$ cat src/core/pmta_defs.svh
// constants for the program memory table access block
`ifndef PMTA_DEFS_SVH
`define PMTA_DEFS_SVH
`define PMTA_PTR_W        21
`define PMTA_DATA_W       8
`define PMTA_HOLD_N       8
`define PMTA_HOLD_SEL_W   3
`define PMTA_PTR_RST      21'h000000
`define PMTA_LATCH_RST    8'h00
`define PMTA_HOLD_RST     8'hff
`define PMTA_OPC_READ     6'h02
`define PMTA_OPC_WRITE    6'h03
`define PMTA_OPC_MSB      5
`define PMTA_OPC_LSB      2
`define PMTA_MODE_MSB     1
`define PMTA_Q_FIRST      2'h0
`define PMTA_Q_LAST       2'h3
`define PMTA_Q_READ_LATCH 2'h1
`endif

$ cat src/core/pmta_pkg.sv
// types for the program memory table access block
`default_nettype none
package pmta_pkg;
  typedef enum logic [1:0] {
    pmta_mode_none,
    pmta_mode_post_inc,
    pmta_mode_post_dec,
    pmta_mode_pre_inc
  } pmta_mode_t;
  typedef enum logic [1:0] {
    pmta_idle,
    pmta_read_exec,
    pmta_write_exec
  } pmta_state_t;
endpackage
`default_nettype wire

$ cat src/core/pmta_core.sv
// table read and table write execution with pointer update
// Notes on behaviour
// - keep a 21-bit byte pointer into program memory, 2-Mbyte range
// - pointer bit 0 picks low (0) or high (1) byte of a word
// - table accesses always use the pointer, not an operand
// - table read modes: unchanged, post-inc, post-dec, pre-inc
// - pre-increment read bumps pointer first, then reads new address
// - post-decrement read reads current address, then decrements
// - table write supports the same four pointer modes
// - table write stores latch in holding register set by low 3 bits
// - table write only loads holding registers for later programming
// - each table instruction takes two cycles, transfer in the second
// - no arithmetic status flag is changed by either instruction
`timescale 1ns/1ps
`default_nettype none
`include "pmta_defs.svh"
module pmta_core #(
  parameter int PTR_W  = `PMTA_PTR_W,
  parameter int DATA_W = `PMTA_DATA_W,
  parameter int HOLD_N = `PMTA_HOLD_N,
  parameter int SEL_W  = `PMTA_HOLD_SEL_W
) (
  input  wire logic                     clock,
  input  wire logic                     arst_n,
  input  wire logic [1:0]               q_phase,
  input  wire logic                     instr_valid,
  input  wire logic [7:0]               instr_low,
  input  wire logic                     ptr_load,
  input  wire logic [PTR_W-1:0]         ptr_load_value,
  input  wire logic                     latch_load,
  input  wire logic [DATA_W-1:0]        latch_load_value,
  input  wire logic [DATA_W-1:0]        mem_rdata,
  output logic      [PTR_W-1:0]         mem_addr,
  output logic                          mem_rd,
  output logic                          byte_high,
  output logic      [PTR_W-1:0]         table_pointer,
  output logic      [DATA_W-1:0]        table_latch,
  output logic                          busy,
  output logic                          done,
  output logic                          status_we,
  output logic      [HOLD_N*DATA_W-1:0] hold_data
);
  logic                     rst_meta;
  logic                     rst_n;
  pmta_pkg::pmta_state_t    state;
  pmta_pkg::pmta_mode_t     mode;
  logic [DATA_W-1:0]        wr_byte;
  logic                     hold_load;
  logic [SEL_W-1:0]         hold_sel;
  logic [PTR_W-1:0]         hold_data_sel;
  logic                     take_read;
  logic                     take_write;

  // reset release through two flops
  always_ff @(posedge clock or negedge arst_n) begin
    if (!arst_n) begin
      rst_meta <= 1'b0;
      rst_n    <= 1'b0;
    end else begin
      rst_meta <= 1'b1;
      rst_n    <= rst_meta;
    end
  end

  function automatic logic [PTR_W-1:0] step(input logic [PTR_W-1:0] p,
                                            input logic dn);
    // modulo width, no carry out
    step = dn ? PTR_W'(p - 1'b1) : PTR_W'(p + 1'b1);
  endfunction

  function automatic logic is_op(input logic [7:0] w, input logic [5:0] op);
    is_op = (w[`PMTA_OPC_MSB+2:`PMTA_OPC_LSB] == op);
  endfunction

  function automatic logic in_exec(input pmta_pkg::pmta_state_t s);
    in_exec = (s != pmta_pkg::pmta_idle);
  endfunction

  // decoder on q4 of first cycle; second cycle does the transfer
  always_comb begin
    take_read  = 1'b0;
    take_write = 1'b0;
    if (!in_exec(state) && instr_valid && q_phase == `PMTA_Q_LAST) begin
      take_read  = is_op(instr_low, `PMTA_OPC_READ);
      take_write = is_op(instr_low, `PMTA_OPC_WRITE);
    end
  end

  // unknown opcodes leave the mode untouched
  always_ff @(posedge clock or negedge rst_n) begin
    if (!rst_n) begin
      mode <= pmta_pkg::pmta_mode_none;
    end else if (take_read || take_write) begin
      mode <= pmta_pkg::pmta_mode_t'(instr_low[`PMTA_MODE_MSB:0]);
    end
  end

  always_ff @(posedge clock or negedge rst_n) begin
    if (!rst_n) begin
      state <= pmta_pkg::pmta_idle;
    end else begin
      case (state)
        pmta_pkg::pmta_idle: begin
          if (take_read) begin
            state <= pmta_pkg::pmta_read_exec;
          end else if (take_write) begin
            state <= pmta_pkg::pmta_write_exec;
          end
        end
        pmta_pkg::pmta_read_exec,
        pmta_pkg::pmta_write_exec: begin
          if (q_phase == `PMTA_Q_LAST) begin
            state <= pmta_pkg::pmta_idle;
          end
        end
        default: state <= pmta_pkg::pmta_idle;
      endcase
    end
  end

  // pointer: pre-inc at q1 of second cycle, post modes at its q4
  always_ff @(posedge clock or negedge rst_n) begin
    if (!rst_n) begin
      table_pointer <= `PMTA_PTR_RST;
    end else if (in_exec(state)) begin
      if (q_phase == `PMTA_Q_FIRST &&
          mode == pmta_pkg::pmta_mode_pre_inc) begin
        table_pointer <= step(table_pointer, 1'b0);
      end else if (q_phase == `PMTA_Q_LAST) begin
        case (mode)
          pmta_pkg::pmta_mode_post_inc:
            table_pointer <= step(table_pointer, 1'b0);
          pmta_pkg::pmta_mode_post_dec:
            table_pointer <= step(table_pointer, 1'b1);
          default: table_pointer <= table_pointer;
        endcase
      end
    end else if (ptr_load) begin
      table_pointer <= ptr_load_value;
    end
  end

  // memory request from pointer only, late phases of second cycle
  always_ff @(posedge clock or negedge rst_n) begin
    if (!rst_n) begin
      mem_rd <= 1'b0;
    end else begin
      mem_rd <= state == pmta_pkg::pmta_read_exec &&
                q_phase != `PMTA_Q_FIRST;
    end
  end

  // address trails the pointer by one clock, so pre-inc is seen
  always_ff @(posedge clock or negedge rst_n) begin
    if (!rst_n) begin
      mem_addr <= `PMTA_PTR_RST;
    end else begin
      mem_addr <= table_pointer;
    end
  end

  always_ff @(posedge clock or negedge rst_n) begin
    if (!rst_n) begin
      byte_high <= 1'b0;
    end else begin
      byte_high <= table_pointer[0];
    end
  end

  // latch update in q4 of the read's second cycle
  always_ff @(posedge clock or negedge rst_n) begin
    if (!rst_n) begin
      table_latch <= `PMTA_LATCH_RST;
    end else if (state == pmta_pkg::pmta_read_exec &&
                 q_phase == `PMTA_Q_LAST) begin
      table_latch <= mem_rdata;
    end else if (latch_load && state == pmta_pkg::pmta_idle) begin
      table_latch <= latch_load_value;
    end
  end

  // write samples latch in q2, holding load in q4
  always_ff @(posedge clock or negedge rst_n) begin
    if (!rst_n) begin
      wr_byte <= `PMTA_LATCH_RST;
    end else if (state == pmta_pkg::pmta_write_exec &&
                 q_phase == `PMTA_Q_READ_LATCH) begin
      wr_byte <= table_latch;
    end
  end

  always_ff @(posedge clock or negedge rst_n) begin
    if (!rst_n) begin
      busy <= 1'b0;
    end else begin
      busy <= in_exec(state);
    end
  end

  always_ff @(posedge clock or negedge rst_n) begin
    if (!rst_n) begin
      done <= 1'b0;
    end else begin
      done <= in_exec(state) && q_phase == `PMTA_Q_LAST;
    end
  end

  // flag strobe kept as a flop so the core sees a clean zero
  always_ff @(posedge clock or negedge rst_n) begin
    if (!rst_n) begin
      status_we <= 1'b0;
    end else begin
      status_we <= 1'b0;
    end
  end

  assign hold_load = state == pmta_pkg::pmta_write_exec &&
                     q_phase == `PMTA_Q_LAST;
  assign hold_data_sel = table_pointer;
  assign hold_sel = hold_data_sel[SEL_W-1:0];

  // holding outputs are flops inside the sub-module
  pmta_holding #(
    .DATA_W (DATA_W),
    .HOLD_N (HOLD_N),
    .SEL_W  (SEL_W)
  ) u_hold (
    .clock     (clock),
    .rst_n     (rst_n),
    .load      (hold_load),
    .sel       (hold_sel),
    .data_in   (wr_byte),
    .hold_flat (hold_data)
  );
endmodule
`default_nettype wire

$ cat src/core/pmta_holding.sv
// holding registers loaded by table writes
`timescale 1ns/1ps
`default_nettype none
`include "pmta_defs.svh"
module pmta_holding #(
  parameter int DATA_W = `PMTA_DATA_W,
  parameter int HOLD_N = `PMTA_HOLD_N,
  parameter int SEL_W  = `PMTA_HOLD_SEL_W
) (
  input  wire logic                       clock,
  input  wire logic                       rst_n,
  input  wire logic                       load,
  input  wire logic [SEL_W-1:0]           sel,
  input  wire logic [DATA_W-1:0]          data_in,
  output var  logic [HOLD_N*DATA_W-1:0]   hold_flat
);
  genvar i;
  generate
    for (i = 0; i < HOLD_N; i++) begin : g_hold
      always_ff @(posedge clock or negedge rst_n) begin
        if (!rst_n) begin
          hold_flat[i*DATA_W +: DATA_W] <= `PMTA_HOLD_RST;
        end else if (load && sel == SEL_W'(i)) begin
          hold_flat[i*DATA_W +: DATA_W] <= data_in;
        end
      end
    end
  endgenerate
endmodule
`default_nettype wire

$ cat config.mk
export PLATFORM = sky130hd
export DESIGN_NAME = pmta_core
export DESIGN_NICKNAME = d
export VERILOG_FILES = /design/src/core/pmta_pkg.sv /design/src/core/pmta_core.sv /design/src/core/pmta_holding.sv
export VERILOG_INCLUDE_DIRS = /design/src /design/src/core
export SDC_FILE = /design/constraint.sdc
export NUM_CORES = 1
export LEC_CHECK = 0
export BUFFER_PORTS_ARGS = -buffer_cell sky130_fd_sc_hd__clkbuf_2
export CAP_MARGIN = 20
export CORE_MARGIN = 2
export CORE_UTILIZATION = 47
export CTS_CLUSTER_SIZE = 12
export DETAILED_ROUTE_END_ITERATION = 7
export MAX_ROUTING_LAYER = met4
export PLACE_DENSITY_LB_ADDON = 0.25
export SLEW_MARGIN = 10
export SYNTH_ARGS = -nofsm -noshare
export SYNTH_HDL_FRONTEND = slang
export SYNTH_SLANG_ARGS = --single-unit
$ cat constraint.sdc
create_clock -name clock -period 3.6 [get_ports clock]
set_clock_uncertainty 0.1 [all_clocks]
set_input_delay 0.18 -clock clock [delete_from_list [all_inputs] [get_ports clock]]
set_output_delay 0.18 -clock clock [all_outputs]
set_load 0.01 [all_outputs]
Word level (Yosys, flattened, before mapping)
Index checks and enable logic that the tools add are counted.
W data, S select, Z words.

storage, ports and cells
  register bits = 132
  input port bits = 52
  word-level logic and storage cells = 84

cells by class
  $add $sub $neg = 2
  eq/ne operators = 20
  muxes and demuxes = 13
  reductions and logical operators = 29

operators by type and width
  kind                     count
  $mux W21                 4
  $pmux W21 S2             1
  $add A21 B1 Y21 const B  1
  $sub A21 B1 Y21 const B  1
  $logic_and A1 B1 Y1      17
  $mux W8                  2
  $eq A3 B3 Y1 const B     4
  $eq A6 B2 Y1 const B     2
  $eq A2 B2 Y1 const B     4
  $reduce_bool A2 Y1       4
  $eq A2 B1 Y1 const B     3
  $eq A3 B2 Y1 const B     2
  $mux W2                  3
  $logic_not A2 Y1         2
  $ne A4 B1 Y1 const B     1
  $pmux W2 S2              1
  $eq A3 B1 Y1 const B     1
  $logic_not A3 Y1         1
  $ne A3 B2 Y1 const B     1
  $ne A3 B3 Y1 const B     1
  $reduce_and A3 Y1        1
  $mux W1                  2
  $ne A2 B2 Y1 const B     1
  $reduce_and A2 Y1        1
  3 further kinds          3

Logic depth before layout (Yosys ltp)
  depth after elaboration = 8
  depth in mapped cells = 8
  depth with buffers taken out = 7

Cells and area by module
A second synthesis with hierarchy kept.

second synthesis, totals
  cell total of the unflattened synthesis = 498
  area total of the unflattened synthesis = 6084.6 µm²

modules (own cells, without submodules)
  module        times used  cells an instance  area an instance (µm²)
  pmta_core     1           355                3552.2
  pmta_holding  1           143                2532.4

Least setup slack after synthesis
OpenSTA, ideal clock, no wires.

  kind = reg-to-reg
  start = reg table_pointer[0]
  end = reg table_pointer[20]
  arrival = 2.085 ns
  required time = 3.372 ns
  slack = 1.287 ns
  stages on the path, launching flop included = 8
  period minus slack after synthesis = 2.313 ns
  path through = dfrtp_1 -> inv_1 -> ha_1 -> or4b_1 -> or3_1 -> nor3_1 -> o21ai_0 -> mux2i_1

between the ends
  cells in the longest elaborated chain, start to end = 5
  elaborated cells between the ends (all ways) = 6
  classes of those cells = add/sub: 2; mux: 4

RTL lines
  element                                             RTL line          text
  start: declaration                                  pmta_core.sv:36   output logic [PTR_W-1:0] table_pointer,
  start signal: assignment                            pmta_core.sv:124  table_pointer <= `PMTA_PTR_RST;
  start signal: assignment                            pmta_core.sv:128  table_pointer <= step(table_pointer, 1'b0);
  start signal: assignment                            pmta_core.sv:132  table_pointer <= step(table_pointer, 1'b0);
  $sub A21 B1 Y21 or $add A21 B1 Y21 (tied branches)  n/a
  $pmux W21 S2                                        pmta_core.sv:130  case (mode)
  $mux W21                                            pmta_core.sv:129  end else if (q_phase == `PMTA_Q_LAST) begin
  $mux W21 (*)                                        pmta_core.sv:126  if (q_phase == `PMTA_Q_FIRST &&
  $mux W21 (*)                                        pmta_core.sv:125  end else if (in_exec(state)) begin

Mark *: on every way between the ends. The rest lies on a longest branch, timed or not. The select of a mux whose other input is x is not followed.
A chain may end at the register's enable or synchronous reset.

Worst setup path in the final report
  start = reg state[0]
  end = reg table_latch[1]

between the ends
  cells in the longest elaborated chain, start to end = 3
  elaborated cells between the ends (all ways) = 6
  classes of those cells = eq/ne: 1; mux: 1; reduce/logical: 4

RTL lines
  element                                           RTL line                            text
  start: declaration                                pmta_core.sv:45                     pmta_pkg::pmta_state_t state;
  start signal: assignment                          pmta_core.sv:100                    state <= pmta_pkg::pmta_idle;
  start signal: assignment                          pmta_core.sv:105                    state <= pmta_pkg::pmta_read_exec;
  start signal: assignment                          pmta_core.sv:107                    state <= pmta_pkg::pmta_write_exec;
  $eq A2 B1 Y1 or $logic_not A2 Y1 (tied branches)  pmta_core.sv:174, pmta_core.sv:177
  $logic_and A1 B1 Y1 (on tied branches)            n/a
  $mux W8 or $reduce_bool A2 Y1 (tied branches)     n/a
  end signal: assignment                            pmta_core.sv:173                    table_latch <= `PMTA_LATCH_RST;
  end signal: assignment                            pmta_core.sv:176                    table_latch <= mem_rdata;
  end signal: assignment                            pmta_core.sv:178                    table_latch <= latch_load_value;
  end: declaration                                  pmta_core.sv:37                     output logic [DATA_W-1:0] table_latch,

Several ways; a longest one is shown, not always the timed one.

==> summary.md <==
| Metric | Value |
|---|---|
| EDFF count, synth | 0 |
| Worst Max-Slew Pin Slew | 0.733 ns |
| All-layer global routing usage | 24.3% |
| Total wirelength of the detailed-routed design | 15.4 mm |
| Floorplan die area | between 10000 and 15000 um^2 |
| Buffer count from post-CTS setup fixing | 0 |
| Delay of the slowest cell on the worst path | around 0.58 ns |
| Fin worst setup slack | 0.714 ns |
| Critical Path RT | around 3.8 ns |
| Max rail drop VDD | between 0.3 and 0.4 mV |
| Layout filler cell count | 1041 |
| Initial DRC count | ~320 |
| Synth Warn # | 0 |
| Status | finished clean |
| Critical path capture point type | flop |
| Final Power | 5.07 mW |
| Setup slack on the worst flop-to-flop path | slightly above 0.7 ns |
| R2r endpoint | table_latch[1] |
| Sequential cell area fraction in the yosys report | between 50% and 60% |
| Cell area after technology mapping | 5980 um^2 |
| WS Path Type | flop to flop |
| Setup Total Neg Slack | 0 ns |
| Worst setup slack after placement | approximately 0.75 ns |
| Clock transition at path regs | ~0.06 ns |
| Series of cell instances along the critical path | inv_1, ha_1, buf_4, nand2_1, mux2i_1, o21ai_0, dlygate4sd3_1 |
| Syn Nets | roughly 550 |
| Final standard cell count with taps included and fillers excluded | approximately 860 |
| Class of the most critical hold timing path | primary input to flop |
| Async set-or-reset flop fraction in the synthesized netlist | between 90% and 100% |
| Dominant cell type by area after synthesis | dfstp_2 |
| Synth Area per Inst | 12.3 um^2 |
| Number of instances in the placed design | ~800 |
| Die Span Y | ~120 um |
| Cell at the root of the clock tree | clkbuf_16 |
| Hold path endpoint | table_pointer[20] |
| Total count of hold-check failures in the final report | 0 |
| Yosys reg bits | roughly 130 |
| Area after detailed placement | roughly 7000 um^2 |
| Worst reg2reg startpoint | state[0] |
| Antenna Nets Post-Route | 0 |
| Routability congestion estimate | between 0.9 and 1 |
| Slowest stage cell on the critical path | dlygate4sd3_1 |
| Total Nets Final | 742 |
| TritonCTS clock tree | yes |
| Pin count of the biggest net entering global routing | 103 |
| Initial DRT Pass Iterations | 4 |
| WHS Path Cells | 3 |
| Number of buffers on the longest clock path | 2 |
| Max Fanout on Critical Path | 29 |
| Per-cell via count in the routed design | around 5.4 |
| Number of setup violations in the final report | 0 |
| Achievable frequency | around 0.35 GHz |
| Vias in the first global route | 4706 |
| First-pass GRT wire length | between 20 and 25 mm |
| Initial antenna violation count | 0 |
| Wirelength per Cell | between 15 and 20 um |
| GRT overflow | 0 |
| Total leakage power | 3.63 nW |
| Yosys top cell area share | 28.1% |
| Final Max Tran Viols | 0 |
| Boundary Pins | 171 |
| Clock buffer count from CTS | 17 |
| Main area contributors after synthesis | dfstp_2, dfrtp_1, mux2_2, mux2i_1, ha_1 |
| Commonest cells after routing, fill and taps aside | clkbuf_2, mux2_2, dfrtp_1 |
| Num rows | 41 |
| Area growth, synth to finish | 29.8% |
| Min cycle time layout | approximately 2.9 ns |
| Clock network latency to the later pin of the worst-skew pair | 0.41 ns |
| Initial Util | between 40% and 50% |
| Signal arrival time at the worst endpoint | slightly above 3 ns |
| Final hold slack | 0.00478 ns |
| Total half-perimeter wirelength after legalization and detailed placement | 10.7 mm |
| Share of the core filled with cells in the final layout | roughly 62% |
| Synth Instances | just under 500 |
| Total via count in the routed design | 4697 |
| Total number of clock tree sinks | ~130 |
| Worst-case headroom to the max-slew limit | between 50 and 60% |
| Commonest register cell after synthesis | dfrtp_1 |
| Max-cap check violation count | 0 |
| Register area | between 3000 and 4000 um^2 |
| Number of design rule violations left after detail routing | 0 |
| R2R cell count | 7 |
| Launch instance of the worst min-delay path | ptr_load_value[20] |
| Die Span X | about 120 um |
| Count of port buffers added during placement | about 170 |
| Final standard cell area without fillers | between 7000 and 8000 um^2 |
| Inserted Diodes | 0 |
| Total area of multi-input combinational cells | between 2000 and 2500 um^2 |
| Most common library cell in the layout ignoring fill and taps | clkbuf_2 |
| Htree depth | 4 |
| Core area | 12500 um^2 |
| Buffers & Inverters on Critical Path | 3 |
| Count of distinct cell types in the synthesized netlist | 58 |
| Worst Setup Start Kind | flop |
| Cell family with most CP delay | buffers and inverters |
| Ratio of total power to cell area | ~650 nW/um^2 |
| Unrepaired setup endpoints after global routing | no |
| Period utilization | 80.2% |
| Share of cells above drive strength 1 | 50.4% |
-- worst reg2reg max path: stages (launching register included) --
cell and delay [ns]:
dfrtp_1 0.39, inv_1 0.11, ha_1 0.45, buf_4 0.38, nand2_1 0.38, mux2i_1 0.28
o21ai_0 0.11, dlygate4sd3_1 0.58
-- Yosys cell counts, drive strengths merged (4+ instances only) --
library cell  instances
a211oi               10
a21oi                16
a32oi                 4
and3                 10
buf                  11
clkbuf               16
dfrtp                67
dfstp                64
ha                   12
inv                   8
mux2                 77
mux2i                16
nand2                30
nand3                15
nand4                10
nor2                 18
nor2b                 4
nor3                 11
nor4                  7
o21ai                19
or4                   5
xor2                  4
-- per-layer routing --
| metal | vias to the layer above | share of wire [%] | GRT usage (%) |
|---|---|---|---|
| met2 | 168 | 52 | 40.5 |
| met4 | 0 | 2.2 | 8.86 |
| met1 | 2318 | 41 | 28.4 |
| met3 | 34 | 5.5 | 6.54 |
| li1 | 2177 | - | - |
| met5 | - | 0 | - |
-- area by class of cell --
| type | count | share of cell area, % |
|---|---|---|
| Clock buffer | 26 | 6.19 |
| Clock inverter | 5 | 0.355 |
| Inverter | 8 | 0.387 |
| Multi-Input combinational cell | 319 | 31.9 |
| Sequential cell | 131 | 43.3 |
| Tap cell | 172 | 2.77 |
| Timing Repair Buffer | 201 | 15.1 |
-- worst max path at each step --
stage                startpoint                 to  slack [ns]  depth (start not counted)
6_report               state[0]     table_latch[1]        0.71                          7
2_1_floorplan  table_pointer[0]  table_pointer[20]        1.29                          7
4_1_cts                state[0]           state[1]        0.73                          7
3_3_place_gp           state[0]            mode[1]        0.88                          6
3_5_place_dp           state[0]            mode[1]        0.75                          6
5_1_grt                state[0]     table_latch[1]        0.51                          7
-- cell families after synthesis --
family                     Yosys count  share of synthesized area (%)
other                                2                          0.126
AOI/OAI and AO/OA                   79                           8.93
and+or+nand+nor                    126                           11.5
muxes                               93                           17.2
xor gates and xnor gates             7                           1.03
DFF                                131                           56.2
buffers and inverters               35                           2.53
adders and majority gates           12                           2.51
-- what timing repair did --
action / in CTS / in global routing
endpoints found under the setup margin: 0 / 0
endpoints found under the hold margin: 22 / 0
gates resized for setup: 0 / 0
hold buffers: 29 / 0
-- sequential cells by signal, summed over array words and instances, names as in the netlist --
signal and count:
busy 1, mem_rd 1, rst_meta 1, mem_addr 21, done 1, table_pointer 21, u_hold.hold_flat 64, rst_n 1
mode 2, state 2, wr_byte 8, table_latch 8
-- power by group --
group / switching [mW] / internal [mW]
Clock: 0.577 / 0.913
Combinational: 0.726 / 0.590
Sequential: 0.459 / 1.80
(Power assumes the default switching activity.)
